`src/rtl/tdc_readout_pkg.sv`:
```
package tdc_readout_pkg;

    // Serial opcodes
    localparam logic [3:0] OP_READ_HIGH   = 4'hB;
    localparam logic [7:0] OP_READ_ID     = 8'hB7;
    localparam logic [4:0] OP_WRITE_HIGH  = 5'h10;
    localparam logic [7:0] OP_NVM_STORE   = 8'hC0;
    localparam logic [7:0] OP_NVM_RECALL  = 8'hF0;
    localparam logic [7:0] OP_NVM_COMPARE = 8'hC5;

    // Read addresses and answer lengths in bytes
    localparam logic [2:0] ADDR_RESULT_LAST = 3'h3;
    localparam logic [2:0] ADDR_STATUS      = 3'h4;
    localparam logic [2:0] ADDR_TEST        = 3'h5;
    localparam logic [3:0] RESULT_BYTES     = 4'h4;
    localparam logic [3:0] STATUS_BYTES     = 4'h2;
    localparam logic [3:0] TEST_BYTES       = 4'h1;
    localparam logic [3:0] ID_BYTES         = 4'h7;

    // Configuration words, writes of 3 or 4 data bytes
    localparam int         CFG_WORDS     = 7;
    localparam logic [2:0] CFG_ADDR_LAST = 3'h6;
    localparam logic [3:0] WRITE_UPPER   = 4'h3;
    localparam logic [3:0] WRITE_LOWER   = 4'h4;
    localparam int         TEST_CFG_WORD = 1;

    // Result formats
    localparam logic [31:0] RESULT_RESET    = 32'h0000_0000;
    localparam logic [31:0] RESULT_OVERFLOW = 32'hFFFF_FFFF;
    localparam logic [15:0] RAW_LOW_WORD    = 16'h0000;
    localparam logic [15:0] STATUS_RESET    = 16'h0000;

    // Protected word: 32 data, 6 check, 1 overall parity
    localparam int ECC_WIDTH = 39;

    // Store, recall and compare duration
    localparam int NVM_ACTION_TIME_MS = 130;
    localparam int REF_CLK_HZ         = 10_000_000;
    localparam int NVM_ACTION_CYCLES  = NVM_ACTION_TIME_MS * (REF_CLK_HZ / 1000);

    typedef enum logic [1:0] {MODE1_CAL, MODE1_RAW, MODE2, TEMPERATURE} result_kind_type;
    typedef enum logic [1:0] {NVM_STORE, NVM_RECALL, NVM_COMPARE} nvm_op_type;

    typedef struct packed {
        logic            valid;
        logic [1:0]      index;
        result_kind_type kind;
        logic            alu_overflow;
        logic [31:0]     value;
    } result_write_type;

    typedef struct packed {
        logic       sensor_short;
        logic       sensor_open;
        logic       precount_timeout;
        logic       tdc_timeout;
        logic [2:0] hits_ch2;
        logic [2:0] hits_ch1;
        logic [2:0] next_pointer;
    } engine_status_type;

    typedef struct packed {
        logic single_fixed;
        logic nvm_uncorrectable_flag;
        logic nvm_matches_config;
    } nvm_flags_type;

endpackage

```
`src/rtl/nvm_config_store.sv`:
```
`timescale 1ns/1ps
module nvm_config_store #(
    parameter int ACTION_CYCLES = tdc_readout_pkg::NVM_ACTION_CYCLES
) (
    // Clock and reset
    input  wire logic                                 clk,
    input  wire logic                                 rst,
    // Action request
    input  wire logic                                 start,
    input  wire tdc_readout_pkg::nvm_op_type          op,
    input  wire logic [6:0][31:0]                     cfg_words,
    input  wire logic [38:0]                          fault_mask,
    // Results
    output logic                                      busy,
    output logic                                      done,
    output logic                                      recall_valid,
    output logic [6:0][31:0]                          recall_words,
    output tdc_readout_pkg::nvm_flags_type            flags
);
    import tdc_readout_pkg::*;

    logic [ECC_WIDTH-1:0] cells_q [CFG_WORDS];
    logic [31:0]          count_q;
    nvm_op_type           op_q;
    logic [6:0][31:0]     decoded;
    logic                 any_single;
    logic                 any_multi;
    logic                 all_equal;

    // Hamming positions 1..38, overall parity at bit 0
    function automatic logic [ECC_WIDTH-1:0] ecc_encode(input logic [31:0] d);
        logic [ECC_WIDTH-1:0] c;
        int                   k;
        c = '0;
        k = 0;
        for (int p = 1; p < ECC_WIDTH; p++) begin
            if ((p & (p - 1)) != 0) begin
                c[p] = d[k];
                k++;
            end
        end
        for (int i = 0; i < 6; i++) begin
            for (int p = 1; p < ECC_WIDTH; p++) begin
                if (((p >> i) & 1) == 1 && p != (1 << i)) begin
                    c[1 << i] = c[1 << i] ^ c[p];
                end
            end
        end
        c[0] = ^c[ECC_WIDTH-1:1];
        return c;
    endfunction

    // Returns {multi, single, data}
    function automatic logic [33:0] ecc_decode(input logic [ECC_WIDTH-1:0] cw);
        logic [ECC_WIDTH-1:0] c;
        logic [5:0]           s;
        logic [31:0]          d;
        logic                 single;
        logic                 multi;
        int                   k;
        c = cw;
        s = '0;
        d = '0;
        k = 0;
        for (int p = 1; p < ECC_WIDTH; p++) begin
            if (c[p]) begin
                s = s ^ 6'(p);
            end
        end
        single = (^c) && (int'(s) < ECC_WIDTH);
        multi  = (s != '0) && !single;
        if (single && s != '0) begin
            c[s] = ~c[s];
        end
        for (int p = 1; p < ECC_WIDTH; p++) begin
            if ((p & (p - 1)) != 0) begin
                d[k] = c[p];
                k++;
            end
        end
        return {multi, single, d};
    endfunction

    // Decode and check every stored word
    always_comb begin
        logic [33:0] r;
        r          = '0;
        any_single = 1'b0;
        any_multi  = 1'b0;
        all_equal  = 1'b1;
        for (int w = 0; w < CFG_WORDS; w++) begin
            r          = ecc_decode(cells_q[w]);
            decoded[w] = r[31:0];
            any_single = any_single | r[32];
            any_multi  = any_multi | r[33];
            all_equal  = all_equal & (r[31:0] == cfg_words[w]);
        end
    end

    // Action timer
    always_ff @(posedge clk) begin
        if (rst) begin
            busy    <= 1'b0;
            done    <= 1'b0;
            count_q <= '0;
            op_q    <= NVM_STORE;
        end else begin
            done <= 1'b0;
            if (start && !busy) begin
                busy    <= 1'b1;
                op_q    <= op;
                count_q <= 32'(ACTION_CYCLES - 1);
            end else if (busy) begin
                if (count_q == '0) begin
                    busy <= 1'b0;
                    done <= 1'b1;
                end else begin
                    count_q <= count_q - 32'h0000_0001;
                end
            end
        end
    end

    // Cells, recall data and flags at the end of an action
    always_ff @(posedge clk) begin
        if (rst) begin
            for (int w = 0; w < CFG_WORDS; w++) begin
                cells_q[w] <= '0;
            end
            recall_valid <= 1'b0;
            recall_words <= '0;
            flags        <= '0;
        end else begin
            recall_valid <= 1'b0;
            if (busy && count_q == '0) begin
                unique case (op_q)
                    NVM_STORE: begin
                        for (int w = 0; w < CFG_WORDS; w++) begin
                            cells_q[w] <= ecc_encode(cfg_words[w]) ^ (w == 0 ? fault_mask : '0);
                        end
                        flags <= '0;
                    end
                    NVM_RECALL: begin
                        recall_valid <= !any_multi;
                        recall_words <= decoded;
                        flags        <= '{any_single, any_multi, 1'b0};
                    end
                    NVM_COMPARE: begin
                        flags <= '{any_single, any_multi, all_equal};
                    end
                    default: flags <= '0;
                endcase
            end
        end
    end

endmodule // nvm_config_store

```
`src/rtl/tdc_result_status_readout.sv`:
```
// Function
// - Opcodes 0xB0-0xB4 read result or status bytes
// - ID opcode sends seven ID bytes, MSB first
// - Addresses 0-3 hold four 32-bit results
// - Status: pointer and two hit counters
// - Status flags converter and precounter overflow
// - Status flags open and shorted sensor
// - Status bit 13 shows compare match
// - Status bits for corrected and uncorrectable errors
// - Mode 2 results are unsigned
// - Uncalibrated output only in mode 1
// - Mode 1 calibrated overflow writes all ones
// - Calibrated results sent from weight 2^15 down
// - Raw result in high half, low zero
// - Temperature uses mode 2 format
// - Seven-word store with store, recall, compare
// - No serial read of stored configuration
// - Hamming code corrects single, detects double errors
// - Four-wire port with active-low select only
// - Clock idles low, sample on trailing edge
// - Bytewise MSB first; select high resets port
// - Store actions last up to 130 ms
`timescale 1ns/1ps
module tdc_result_status_readout #(
    parameter int NVM_CYCLES = tdc_readout_pkg::NVM_ACTION_CYCLES
) (
    // Clock and reset
    input  wire logic                                 REF_CLK,
    input  wire logic                                 RST,
    // Serial port
    input  wire logic                                 SERIAL_SELECT_LOW,
    input  wire logic                                 SERIAL_CLOCK,
    input  wire logic                                 SERIAL_DATA_IN,
    output logic                                      SERIAL_DATA_OUT,
    output logic                                      SERIAL_DATA_OUT_EN,
    // Measurement engine
    input  wire tdc_readout_pkg::result_write_type    RESULT_WRITE,
    input  wire tdc_readout_pkg::engine_status_type   ENGINE_STATUS,
    // Configuration and store
    input  wire logic [38:0]                          NVM_FAULT_MASK,
    output logic [6:0][31:0]                          CONFIG_WORDS,
    output logic                                      NVM_BUSY,
    output logic                                      NVM_DONE
);
    import tdc_readout_pkg::*;

    logic              sck_q;
    logic [2:0]        bit_cnt_q;
    logic [3:0]        byte_cnt_q;
    logic [7:0]        shift_in_q;
    logic [7:0]        opcode_q;
    logic [7:0]        shift_out_q;
    logic [15:0]       write_acc_q;
    logic [31:0]       results_q [4];
    logic [15:0]       status_q;
    logic              nvm_start_q;
    nvm_op_type        nvm_op_q;
    logic              nvm_done;
    logic              recall_valid;
    logic [6:0][31:0]  recall_words;
    nvm_flags_type     nvm_flags;
    logic              sck_rise;
    logic              sck_fall;
    logic              selected;
    logic              byte_done;
    logic [7:0]        byte_in;
    logic [7:0]        next_byte;
    logic [3:0]        data_index;
    logic              is_read;
    logic              is_id;
    logic              is_write;
    logic [2:0]        op_addr;

    // Result formatting per measure mode
    function automatic logic [31:0] format_result(input result_write_type w);
        logic [31:0] r;
        unique case (w.kind)
            MODE1_CAL:   r = w.alu_overflow ? RESULT_OVERFLOW : w.value;
            MODE1_RAW:   r = {w.value[15:0], RAW_LOW_WORD};
            MODE2:       r = w.value;
            TEMPERATURE: r = w.value;
        endcase
        return r;
    endfunction

    // Clock edges; port is synchronous to the reference clock
    assign selected  = !SERIAL_SELECT_LOW;
    assign sck_rise  = selected && SERIAL_CLOCK && !sck_q;
    assign sck_fall  = selected && !SERIAL_CLOCK && sck_q;
    assign byte_done = sck_fall && (bit_cnt_q == 3'h7);
    assign byte_in   = {shift_in_q[6:0], SERIAL_DATA_IN};
    assign op_addr   = opcode_q[2:0];
    assign is_id     = (opcode_q == OP_READ_ID);
    assign is_read   = (opcode_q[7:4] == OP_READ_HIGH) && !opcode_q[3] && !is_id;
    assign is_write  = (opcode_q[7:3] == OP_WRITE_HIGH) && (op_addr <= CFG_ADDR_LAST);
    assign data_index = byte_cnt_q - 4'h1;

    // Byte to send at the start of each data byte
    always_comb begin
        next_byte = 8'h00;
        if (is_id && data_index < ID_BYTES) begin
            next_byte = CONFIG_WORDS[data_index[2:0]][7:0];
        end else if (is_read) begin
            if (op_addr <= ADDR_RESULT_LAST && data_index < RESULT_BYTES) begin
                next_byte = results_q[op_addr[1:0]][8*(3-data_index[1:0]) +: 8];
            end else if (op_addr == ADDR_STATUS && data_index < STATUS_BYTES) begin
                next_byte = data_index[0] ? status_q[7:0] : status_q[15:8];
            end else if (op_addr == ADDR_TEST && data_index < TEST_BYTES) begin
                next_byte = CONFIG_WORDS[TEST_CFG_WORD][31:24];
            end
        end
    end

    // Receive side: sample on falling edge, select high resets
    always_ff @(posedge REF_CLK) begin
        if (RST) begin
            sck_q      <= 1'b0;
            bit_cnt_q  <= '0;
            byte_cnt_q <= '0;
            shift_in_q <= '0;
            opcode_q   <= '0;
        end else begin
            sck_q <= SERIAL_CLOCK;
            if (!selected) begin
                bit_cnt_q  <= '0;
                byte_cnt_q <= '0;
                opcode_q   <= '0;
            end else if (sck_fall) begin
                bit_cnt_q  <= bit_cnt_q + 3'h1;
                shift_in_q <= byte_in;
                if (byte_done) begin
                    if (byte_cnt_q == 4'h0) begin
                        opcode_q <= byte_in;
                    end
                    if (byte_cnt_q != 4'hF) begin
                        byte_cnt_q <= byte_cnt_q + 4'h1;
                    end
                end
            end
        end
    end

    // Transmit side: next bit on rising edge, MSB first
    always_ff @(posedge REF_CLK) begin
        if (RST) begin
            SERIAL_DATA_OUT    <= 1'b0;
            SERIAL_DATA_OUT_EN <= 1'b0;
            shift_out_q        <= '0;
        end else begin
            SERIAL_DATA_OUT_EN <= selected;
            if (!selected) begin
                SERIAL_DATA_OUT <= 1'b0;
                shift_out_q     <= '0;
            end else if (sck_rise) begin
                if (bit_cnt_q == 3'h0 && byte_cnt_q != 4'h0) begin
                    SERIAL_DATA_OUT <= next_byte[7];
                    shift_out_q     <= {next_byte[6:0], 1'b0};
                end else begin
                    SERIAL_DATA_OUT <= shift_out_q[7];
                    shift_out_q     <= {shift_out_q[6:0], 1'b0};
                end
            end
        end
    end

    // Configuration words: serial writes and recall
    always_ff @(posedge REF_CLK) begin
        if (RST) begin
            CONFIG_WORDS <= '0;
            write_acc_q  <= '0;
        end else if (recall_valid) begin
            CONFIG_WORDS <= recall_words;
        end else if (byte_done && is_write && byte_cnt_q != 4'h0) begin
            write_acc_q <= {write_acc_q[7:0], byte_in};
            if (byte_cnt_q == WRITE_UPPER) begin
                CONFIG_WORDS[op_addr][31:8] <= {write_acc_q, byte_in};
            end else if (byte_cnt_q == WRITE_LOWER) begin
                CONFIG_WORDS[op_addr][7:0] <= byte_in;
            end
        end
    end

    // Store actions launched at the end of the opcode byte
    always_ff @(posedge REF_CLK) begin
        if (RST) begin
            nvm_start_q <= 1'b0;
            nvm_op_q    <= NVM_STORE;
        end else begin
            nvm_start_q <= 1'b0;
            if (byte_done && byte_cnt_q == 4'h0 && !NVM_BUSY && !nvm_start_q) begin
                unique case (byte_in)
                    OP_NVM_STORE: begin
                        nvm_start_q <= 1'b1;
                        nvm_op_q    <= NVM_STORE;
                    end
                    OP_NVM_RECALL: begin
                        nvm_start_q <= 1'b1;
                        nvm_op_q    <= NVM_RECALL;
                    end
                    OP_NVM_COMPARE: begin
                        nvm_start_q <= 1'b1;
                        nvm_op_q    <= NVM_COMPARE;
                    end
                    default: nvm_start_q <= 1'b0;
                endcase
            end
        end
    end

    // Done pulse toward the host
    always_ff @(posedge REF_CLK) begin
        if (RST) begin
            NVM_DONE <= 1'b0;
        end else begin
            NVM_DONE <= nvm_done;
        end
    end

    // Result registers, changed only by the engine
    always_ff @(posedge REF_CLK) begin
        if (RST) begin
            for (int i = 0; i < 4; i++) begin
                results_q[i] <= RESULT_RESET;
            end
        end else if (RESULT_WRITE.valid) begin
            results_q[RESULT_WRITE.index] <= format_result(RESULT_WRITE);
        end
    end

    // Status word
    always_ff @(posedge REF_CLK) begin
        if (RST) begin
            status_q <= STATUS_RESET;
        end else begin
            status_q <= {nvm_flags.single_fixed,
                         nvm_flags.nvm_uncorrectable_flag,
                         nvm_flags.nvm_matches_config,
                         ENGINE_STATUS.sensor_short,
                         ENGINE_STATUS.sensor_open,
                         ENGINE_STATUS.precount_timeout,
                         ENGINE_STATUS.tdc_timeout,
                         ENGINE_STATUS.hits_ch2,
                         ENGINE_STATUS.hits_ch1,
                         ENGINE_STATUS.next_pointer};
        end
    end

    // Protected configuration store
    nvm_config_store #(
        .ACTION_CYCLES (NVM_CYCLES)
    ) u_nvm (
        .clk          (REF_CLK),
        .rst          (RST),
        .start        (nvm_start_q),
        .op           (nvm_op_q),
        .cfg_words    (CONFIG_WORDS),
        .fault_mask   (NVM_FAULT_MASK),
        .busy         (NVM_BUSY),
        .done         (nvm_done),
        .recall_valid (recall_valid),
        .recall_words (recall_words),
        .flags        (nvm_flags)
    );

    // Helper: length of the current store action
    logic [31:0] busy_len_q;
    always_ff @(posedge REF_CLK) begin
        if (RST || !NVM_BUSY) begin
            busy_len_q <= '0;
        end else begin
            busy_len_q <= busy_len_q + 32'h0000_0001;
        end
    end

    // Checks
    chk_out_released: assert property (@(posedge REF_CLK) disable iff (RST)
        SERIAL_SELECT_LOW |=> !SERIAL_DATA_OUT_EN)
        else $error("data out driven while deselected");

    chk_out_on_rise: assert property (@(posedge REF_CLK) disable iff (RST)
        selected && $past(selected) && $changed(SERIAL_DATA_OUT) |-> $past(sck_rise))
        else $error("data out changed away from a rising clock");

    chk_overflow_ones: assert property (@(posedge REF_CLK) disable iff (RST)
        RESULT_WRITE.valid && RESULT_WRITE.kind == MODE1_CAL && RESULT_WRITE.alu_overflow
        |=> results_q[$past(RESULT_WRITE.index)] == RESULT_OVERFLOW)
        else $error("overflow did not write all ones");

    chk_raw_format: assert property (@(posedge REF_CLK) disable iff (RST)
        RESULT_WRITE.valid && RESULT_WRITE.kind == MODE1_RAW
        |=> results_q[$past(RESULT_WRITE.index)] == {$past(RESULT_WRITE.value[15:0]), 16'h0000})
        else $error("raw result format wrong");

    chk_mode2_plain: assert property (@(posedge REF_CLK) disable iff (RST)
        RESULT_WRITE.valid && RESULT_WRITE.kind != MODE1_RAW && !RESULT_WRITE.alu_overflow
        |=> results_q[$past(RESULT_WRITE.index)] == $past(RESULT_WRITE.value))
        else $error("calibrated result altered");

    chk_results_held: assert property (@(posedge REF_CLK) disable iff (RST)
        !RESULT_WRITE.valid |=> results_q[0] == $past(results_q[0])
                                && results_q[3] == $past(results_q[3]))
        else $error("result changed without a write");

    chk_status_fields: assert property (@(posedge REF_CLK) disable iff (RST)
        1'b1 |=> status_q[12:0] == $past({ENGINE_STATUS.sensor_short, ENGINE_STATUS.sensor_open,
                 ENGINE_STATUS.precount_timeout, ENGINE_STATUS.tdc_timeout,
                 ENGINE_STATUS.hits_ch2, ENGINE_STATUS.hits_ch1, ENGINE_STATUS.next_pointer}))
        else $error("status fields out of place");

    chk_compare_flag: assert property (@(posedge REF_CLK) disable iff (RST)
        nvm_done && nvm_op_q == NVM_COMPARE |=> status_q[13] == $past(nvm_flags.nvm_matches_config))
        else $error("compare result not in status bit 13");

    chk_action_bound: assert property (@(posedge REF_CLK) disable iff (RST)
        busy_len_q <= 32'(NVM_CYCLES))
        else $error("store action ran too long");

    chk_action_starts: assert property (@(posedge REF_CLK) disable iff (RST)
        nvm_start_q && !NVM_BUSY |=> NVM_BUSY ##0 !NVM_DONE)
        else $error("store action did not start");

endmodule // tdc_result_status_readout

```
`config.mk`:
```
export PLATFORM = sky130hd
export DESIGN_NAME = tdc_result_status_readout
export DESIGN_NICKNAME = d
export VERILOG_FILES = /design/src/rtl/tdc_readout_pkg.sv /design/src/rtl/nvm_config_store.sv /design/src/rtl/tdc_result_status_readout.sv
export SDC_FILE = /design/constraint.sdc
export NUM_CORES = 2
export LEC_CHECK = 0
export BUFFER_PORTS_ARGS = -buffer_cell sky130_fd_sc_hd__clkbuf_2
export CORE_MARGIN = 2
export CORE_UTILIZATION = 40
export DETAILED_ROUTE_END_ITERATION = 6
export GPL_TIMING_DRIVEN = 0
export PLACE_DENSITY = 0.6
export SLEW_MARGIN = 0
export SYNTH_ARGS = -nofsm -noshare
export SYNTH_HDL_FRONTEND = slang
export SYNTH_SLANG_ARGS = --single-unit
```
`constraint.sdc`:
```
create_clock -name REF_CLK -period 8.35 [get_ports REF_CLK]
set_input_delay 0.835 -clock REF_CLK [delete_from_list [all_inputs] [get_ports REF_CLK]]
set_output_delay 0.835 -clock REF_CLK [all_outputs]
set_load 0.1 [all_outputs]
```
# --- After elaboration in Yosys (flattened, before gate mapping) ---
# Memory sizes are Yosys's and may differ from the RTL's. A register that Yosys moved wholly into a read port is not among the register bits.
# Cells that the tools add are included.
totals:
  rom_bits: 0
  in_bits: 95
  n_memories: 2
  latch_bits: 0
  word_cells: 4807
  ramBits: 401
  regBits: 557
  out_inout_bits: 228
mem_list:
  columns: ["memory", "words", "word_bits", "read_ports", "rd_ports_with_merged_regs", "write_ports", "line_no", "source"]
  rows:
  - ["u_nvm.cells_q", 7, 39, 7, 0, 7, "nvm_config_store.sv:22", "logic [ECC_WIDTH-1:0] cells_q [CFG_WORDS];"]
  - ["results_q", 4, 32, 1, 1, 4, "tdc_result_status_readout.sv:54", "logic [31:0] results_q [4];"]
op_classes:
  bitwise_logic: 887
  n_mul: 0
  mux: 3648
  reduce_logical: 112
  div_mod_pow: 0
  n_eq_ne: 25
  n_shift: 1
  addsub: 35
  n_lt_le_gt_ge: 61
ops:
  columns: ["op", "count"]
  rows:
  - ["2-to-1 mux 32 bit", 98]
  - ["2-to-1 mux 1 bit", 3012]
  - ["binary-select mux 1 bit (select 5 bit)", 217]
  - ["< comparator 32 x 7 -> 1 bit (second input constant)", 31]
  - ["adder 32 x 2 -> 32 bit (second input constant)", 30]
  - ["2-to-1 mux 224 bit", 4]
  - ["XOR 1 bit", 588]
  - ["2-to-1 mux 5 bit", 112]
  - ["2-to-1 mux 39 bit", 14]
  - ["bitwise mux 224 bit", 2]
  - ["2-to-1 mux 6 bit", 49]
  - ["bitwise mux 39 bit", 7]
  - ["NOT 3 bit", 91]
  - ["XOR reduction 39 bit", 7]
  - ["XOR reduction 38 bit", 7]
  - ["equality test 32 bit", 7]
  - ["2-to-1 mux 4 bit", 56]
  - ["demux 32 bit (select 3 bit)", 2]
  - ["NOT 2 bit", 91]
  - ["NOT 4 bit", 35]
  - ["binary-select mux 32 bit (select 3 bit)", 1]
  - ["one-hot mux 32 bit (3 select lines)", 1]
  - ["2-to-1 mux 3 bit", 28]
  - ["2-to-1 mux 8 bit", 9]
  - ["other kinds (53)", 270]

# --- Depth between registers and ports, before layout ---
logic_depth:
  ltp_word: 137
  mapped_depth: 21
  ltp_nobuf: 15

# --- Hierarchy ---
# From an unflattened synthesis, not the netlist that was laid out.
unflattened:
  cells_unflattened: 6870
  hier_area_um2: 61622.9
by_module_without_submodules:
  columns: ["module", "area_per_inst_um2", "cells_per_inst", "instances", "seq_area_each_um2"]
  rows:
  - ["nvm_config_store", 42729.7, 4955, 1, 13482.9]
  - ["tdc_result_status_readout", 18893.1, 1915, 1, 9729.3]

# --- Worst setup path before layout ---
# OpenSTA, ideal clock, no wires.
synth_timing:
  path_kind: "reg-to-reg"
  from: "register u_nvm.count_q[10]"
  to: "memory u_nvm.cells_q[0][0] (enable)"
  arrival_time_ps: 7335
  path_stages_with_launch: 6
  synth_period_minus_slack_ps: 7969
  setup_slack_ps: 381
  setup_time_ps: 634
  required_ps: 7716
  n_path_buf: 0
  path_cell_list: "dfxtp_1 > or4_1 > nor4_1 > nand4_1 > nor2_1 > a21o_1"
synth_lines:
  columns: ["element", "line_no", "source"]
  rows:
  - ["start, declared", "nvm_config_store.sv:23", "logic [31:0] count_q;"]
  - ["start signal, assigned", "nvm_config_store.sv:112", "count_q <= 32'(ACTION_CYCLES - 1);"]
  - ["start signal, assigned", "nvm_config_store.sv:118", "count_q <= count_q - 32'h0000_0001;"]
  - ["end, declared", "nvm_config_store.sv:22", null]

==> metrics.md <==
| Metric | Value |
|---|---|
| Outcome | finished, violations left |
| Failing checks | design-rule violations, max-capacitance violations, max-slew violations, negative setup slack |
| Syn_area_per_cell | 8.98 sq um |
| FILL cells | 15,100 |
| Worst-path clk slew | 0.07 ns |
| Max VDD drop | 0.000159 V |
| Critical path launch point type | register |
| Placer Congestion | 1.14 |
| P&R area growth vs syn | 13.8% |
| M2 GR Usage | 67.2% |
| Slew Limit Fails | 57 |
| Via count | 61,400 |
| CTS tree | built |
| Sum Neg Setup Slack | -0.107 ns |
| Skew final | approximately 0.096 ns |
| Fmax achieved | around 120 MHz |
| Full die area | 156,000 sq um |
| PortBufs | 322 |
| Final Hold Vio Count | 0 |
| CP Capture Type | register |
| Leak | between 20 and 25 nW |
| # hold bufs at CTS | 0 |
| Synth Instances | 6,823 |
| NumNets Final | 7,380 |
| Layout cells sized above 1 | 10.5% |
| DRC | 4 |
| Post-synthesis sequential area ratio | 37.9% |
| Clock buffer depth | 3 |
| Largest net degree at the start of global routing | around 70 |
| CTS root buf | clkbuf_16 |
| Synth cell types | 104 |
| Clk Latency, worst-skew pair | a little over 0.8 ns |
| Ys flop type | dfxtp_1 |
| Arrival time of the worst setup path | 9.20 ns |
| Post-DP HPWL | 300 mm |
| # setup viols final | 1 |
| Area post-placement | 65,900 sq um |
| Asr flop ratio synth | 0% |
| Row count | 143 |
| Worst Hold Margin | 0.243 ns |
| Design Area, Final | ~70,000 sq um |
| Worst Setup Path Type | register to register |
| 1st-iter DRT viols | 9,871 |
| RSZ-0062 raised after global routing | no |
| IO Pins | about 320 |
| Max-Cap Viols | 9 |
| Wire per inst | 40.5 um |
| Die Ht | 395 um |
| Post-synth EDFFs | 401 |
| Fin crit share | 101% |
| Vias in the first global route | between 50,000 and 60,000 |
| Core area | 152,000 sq um |
| Grt total ovfl | 0 |
| Synthesized flop and latch total | 959 |
| DRT Wirelength | 382 mm |
| M1 GR Usage | between 60% and 70% |
| Worst-Margin Slew | 1.56 ns |
| Fin worst setup slack | -0.107 ns |
| PwrDens | approximately 230 nW/um^2 |
| Total track usage | 47.0% |
| Number of buffers created by CTS | ~110 |
| Global-route wire length before repair | 500 mm |
| Worst min path class | input port to register |
| Pre-CTS setup slack | -0.146 ns |
| Clk sink count | 959 |
| Die width | ~400 um |
| Routed Antenna Nets | 0 |
| Crit path time final | 8.46 ns |
| GR peak layer | met2 |
| Vias per Instance | 6.52 |
| Slew margin rel. | -6.68% |
| Final Util | 45.8% |
| Starting density of the core | 40.3% |
| Initial antenna violation count | 42 |
| Post-Synthesis Cell Area | 61,300 sq um |
| Met3 usage | 14.3% |
| Yosys synthesis warning count | 0 |
| First-pass DRT Iterations | 7 |
| Crit path required time | 9.09 ns |
| CP Max Fanout | 10 |
| Mapped Nets | 6,929 |
| CTS H-tree lvls | 3 |
-- what timing repair did --
item,CTS,global route
endpoints found under the setup margin,1,1
gates resized for setup,2,5
setup buffers,0,0
-- through the flow --
step	power, mW	cells
3_3_place_gp	10.8	9175
6_report	16.2	9421
4_1_cts	15.8	9399
3_5_place_dp	10.8	9194
5_1_grt	16.4	9402
2_1_floorplan	8.52	6823
-- worst max-delay path: stages, from the launching register on --
cell       delay [ns]
edfxtp_1         0.36
clkbuf_1         0.27
xnor2_1          0.41
xnor3_1          0.40
xnor2_1          0.37
xor2_1           0.72
clkbuf_1         0.55
o32ai_1          0.26
o21ai_0          0.18
o21ai_0          0.55
clkbuf_1         0.69
a32o_1           0.45
a2111oi_0        1.29
nand4_1          0.25
nor4_1           0.73
nand4_1          0.14
or4_1            0.58
o21ai_1          0.16
-- cell type report --
| class | instances | area (sq um) | share of cell area (%) |
|---|---|---|---|
| clock buffer | 157 | 3170 | 4.54 |
| inverter | 143 | 537 | 0.770 |
| tap | 2030 | 2540 | 3.64 |
| sequential | 959 | 23200 | 33.3 |
| multi-input combinational | 5069 | 35200 | 50.4 |
| antenna | 22 | 55.1 | 0.0790 |
| clock inverter | 48 | 551 | 0.790 |
| buffer | 652 | 2580 | 3.71 |
| timing repair buffer | 341 | 1920 | 2.75 |
-- path summary, 6_finish.rpt --
kind | startpoint | end | slack [ns] | cells after the start
min | ENGINE_STATUS[11] | status_q[11] | 0.24 | 2
max reg2reg | u_nvm.cells_q[0][3] | u_nvm.flags[0] | -0.11 | 17
min reg2reg | u_nvm.done | NVM_DONE | 0.46 | 1
max | u_nvm.cells_q[0][3] | u_nvm.flags[0] | -0.11 | 17
-- report_power, final --
group | internal (mW) | total (mW) | switching, mW
logic | 1.54 | 6.02 | 4.48
clock network | 2.80 | 5.06 | 2.26
registers | 4.97 | 5.08 | 0.105
-- synthesized netlist by cell type (all sizes together), types with 19 or more instances --
cell | n | area share (%)
nor2 | 954 | 5.8
xnor2 | 901 | 13
clkbuf | 566 | 3.5
dfxtp | 558 | 18
nand2 | 408 | 2.5
a211oi | 407 | 5.0
edfxtp | 401 | 20
a22oi | 244 | 3.0
xor2 | 244 | 3.5
a21oi | 241 | 2.0
mux2i | 184 | 3.0
and2 | 163 | 1.7
inv | 141 | 0.86
nor3 | 139 | 1.2
nand3 | 134 | 1.1
o21ai | 119 | 0.98
buf | 86 | 0.67
nor2b | 71 | 0.72
o22ai | 53 | 0.55
mux4 | 52 | 1.9
a31oi | 50 | 0.51
nor4 | 50 | 0.56
nand4 | 46 | 0.47
a311oi | 38 | 0.56
a32oi | 35 | 0.50
o221ai | 34 | 0.50
nand3b | 33 | 0.40
a221oi | 31 | 0.46
xnor3 | 31 | 1.1
and3 | 26 | 0.27
mux2 | 26 | 0.48
nand2b | 24 | 0.24
or3 | 22 | 0.22
o211ai | 21 | 0.26
o2111ai | 19 | 0.27
-- routing by layer --
metal	part of all wire [%]	vias to the layer above
met4	7.5	52
met5	0.088	-
met3	12	1043
met1	39	30600
met2	41	4566
li1	-	25200
-- cell usage in the layout, fill, tap and decap left out, types with 243 or more instances in the layout --
cell / n
dfxtp_1: 558
a211oi_1: 401
clkbuf_2: 355
edfxtp_1: 401
nor2_1: 953
clkbuf_1: 560
xor2_1: 243
xnor2_1: 880
a22oi_1: 244
nand2_1: 406
-- registers in the layout (all words and copies together) (netlist names), 3 cells and up, named ones only --
| name | flops |
|---|---|
| u_nvm.cells_q | 273 |
| opcode_q | 8 |
| write_acc_q | 16 |
| byte_cnt_q | 4 |
| u_nvm.flags | 3 |
| shift_in_q | 7 |
| shift_out_q | 7 |
| u_nvm.recall_words | 224 |
| bit_cnt_q | 3 |
| status_q | 16 |
| CONFIG_WORDS | 224 |
| u_nvm.count_q | 32 |
| results_q | 128 |
-- cell families (layout without fill, tap and decap cells) --
family | after synthesis | after routing | share of synthesized area [%]
and+or+nand+nor | 2147 | 2147 | 16.2
AOI/OAI and AO/OA | 1462 | 1462 | 17.1
xor gates and xnor gates | 1183 | 1183 | 18.1
DFF | 959 | 959 | 37.9
buffers and inverters | 795 | 1341 | 5.02
muxes | 262 | 262 | 5.39
adders and majority gates | 15 | 15 | 0.290
other | 0 | 22 | 0
Power figures use the tool's default switching activity.
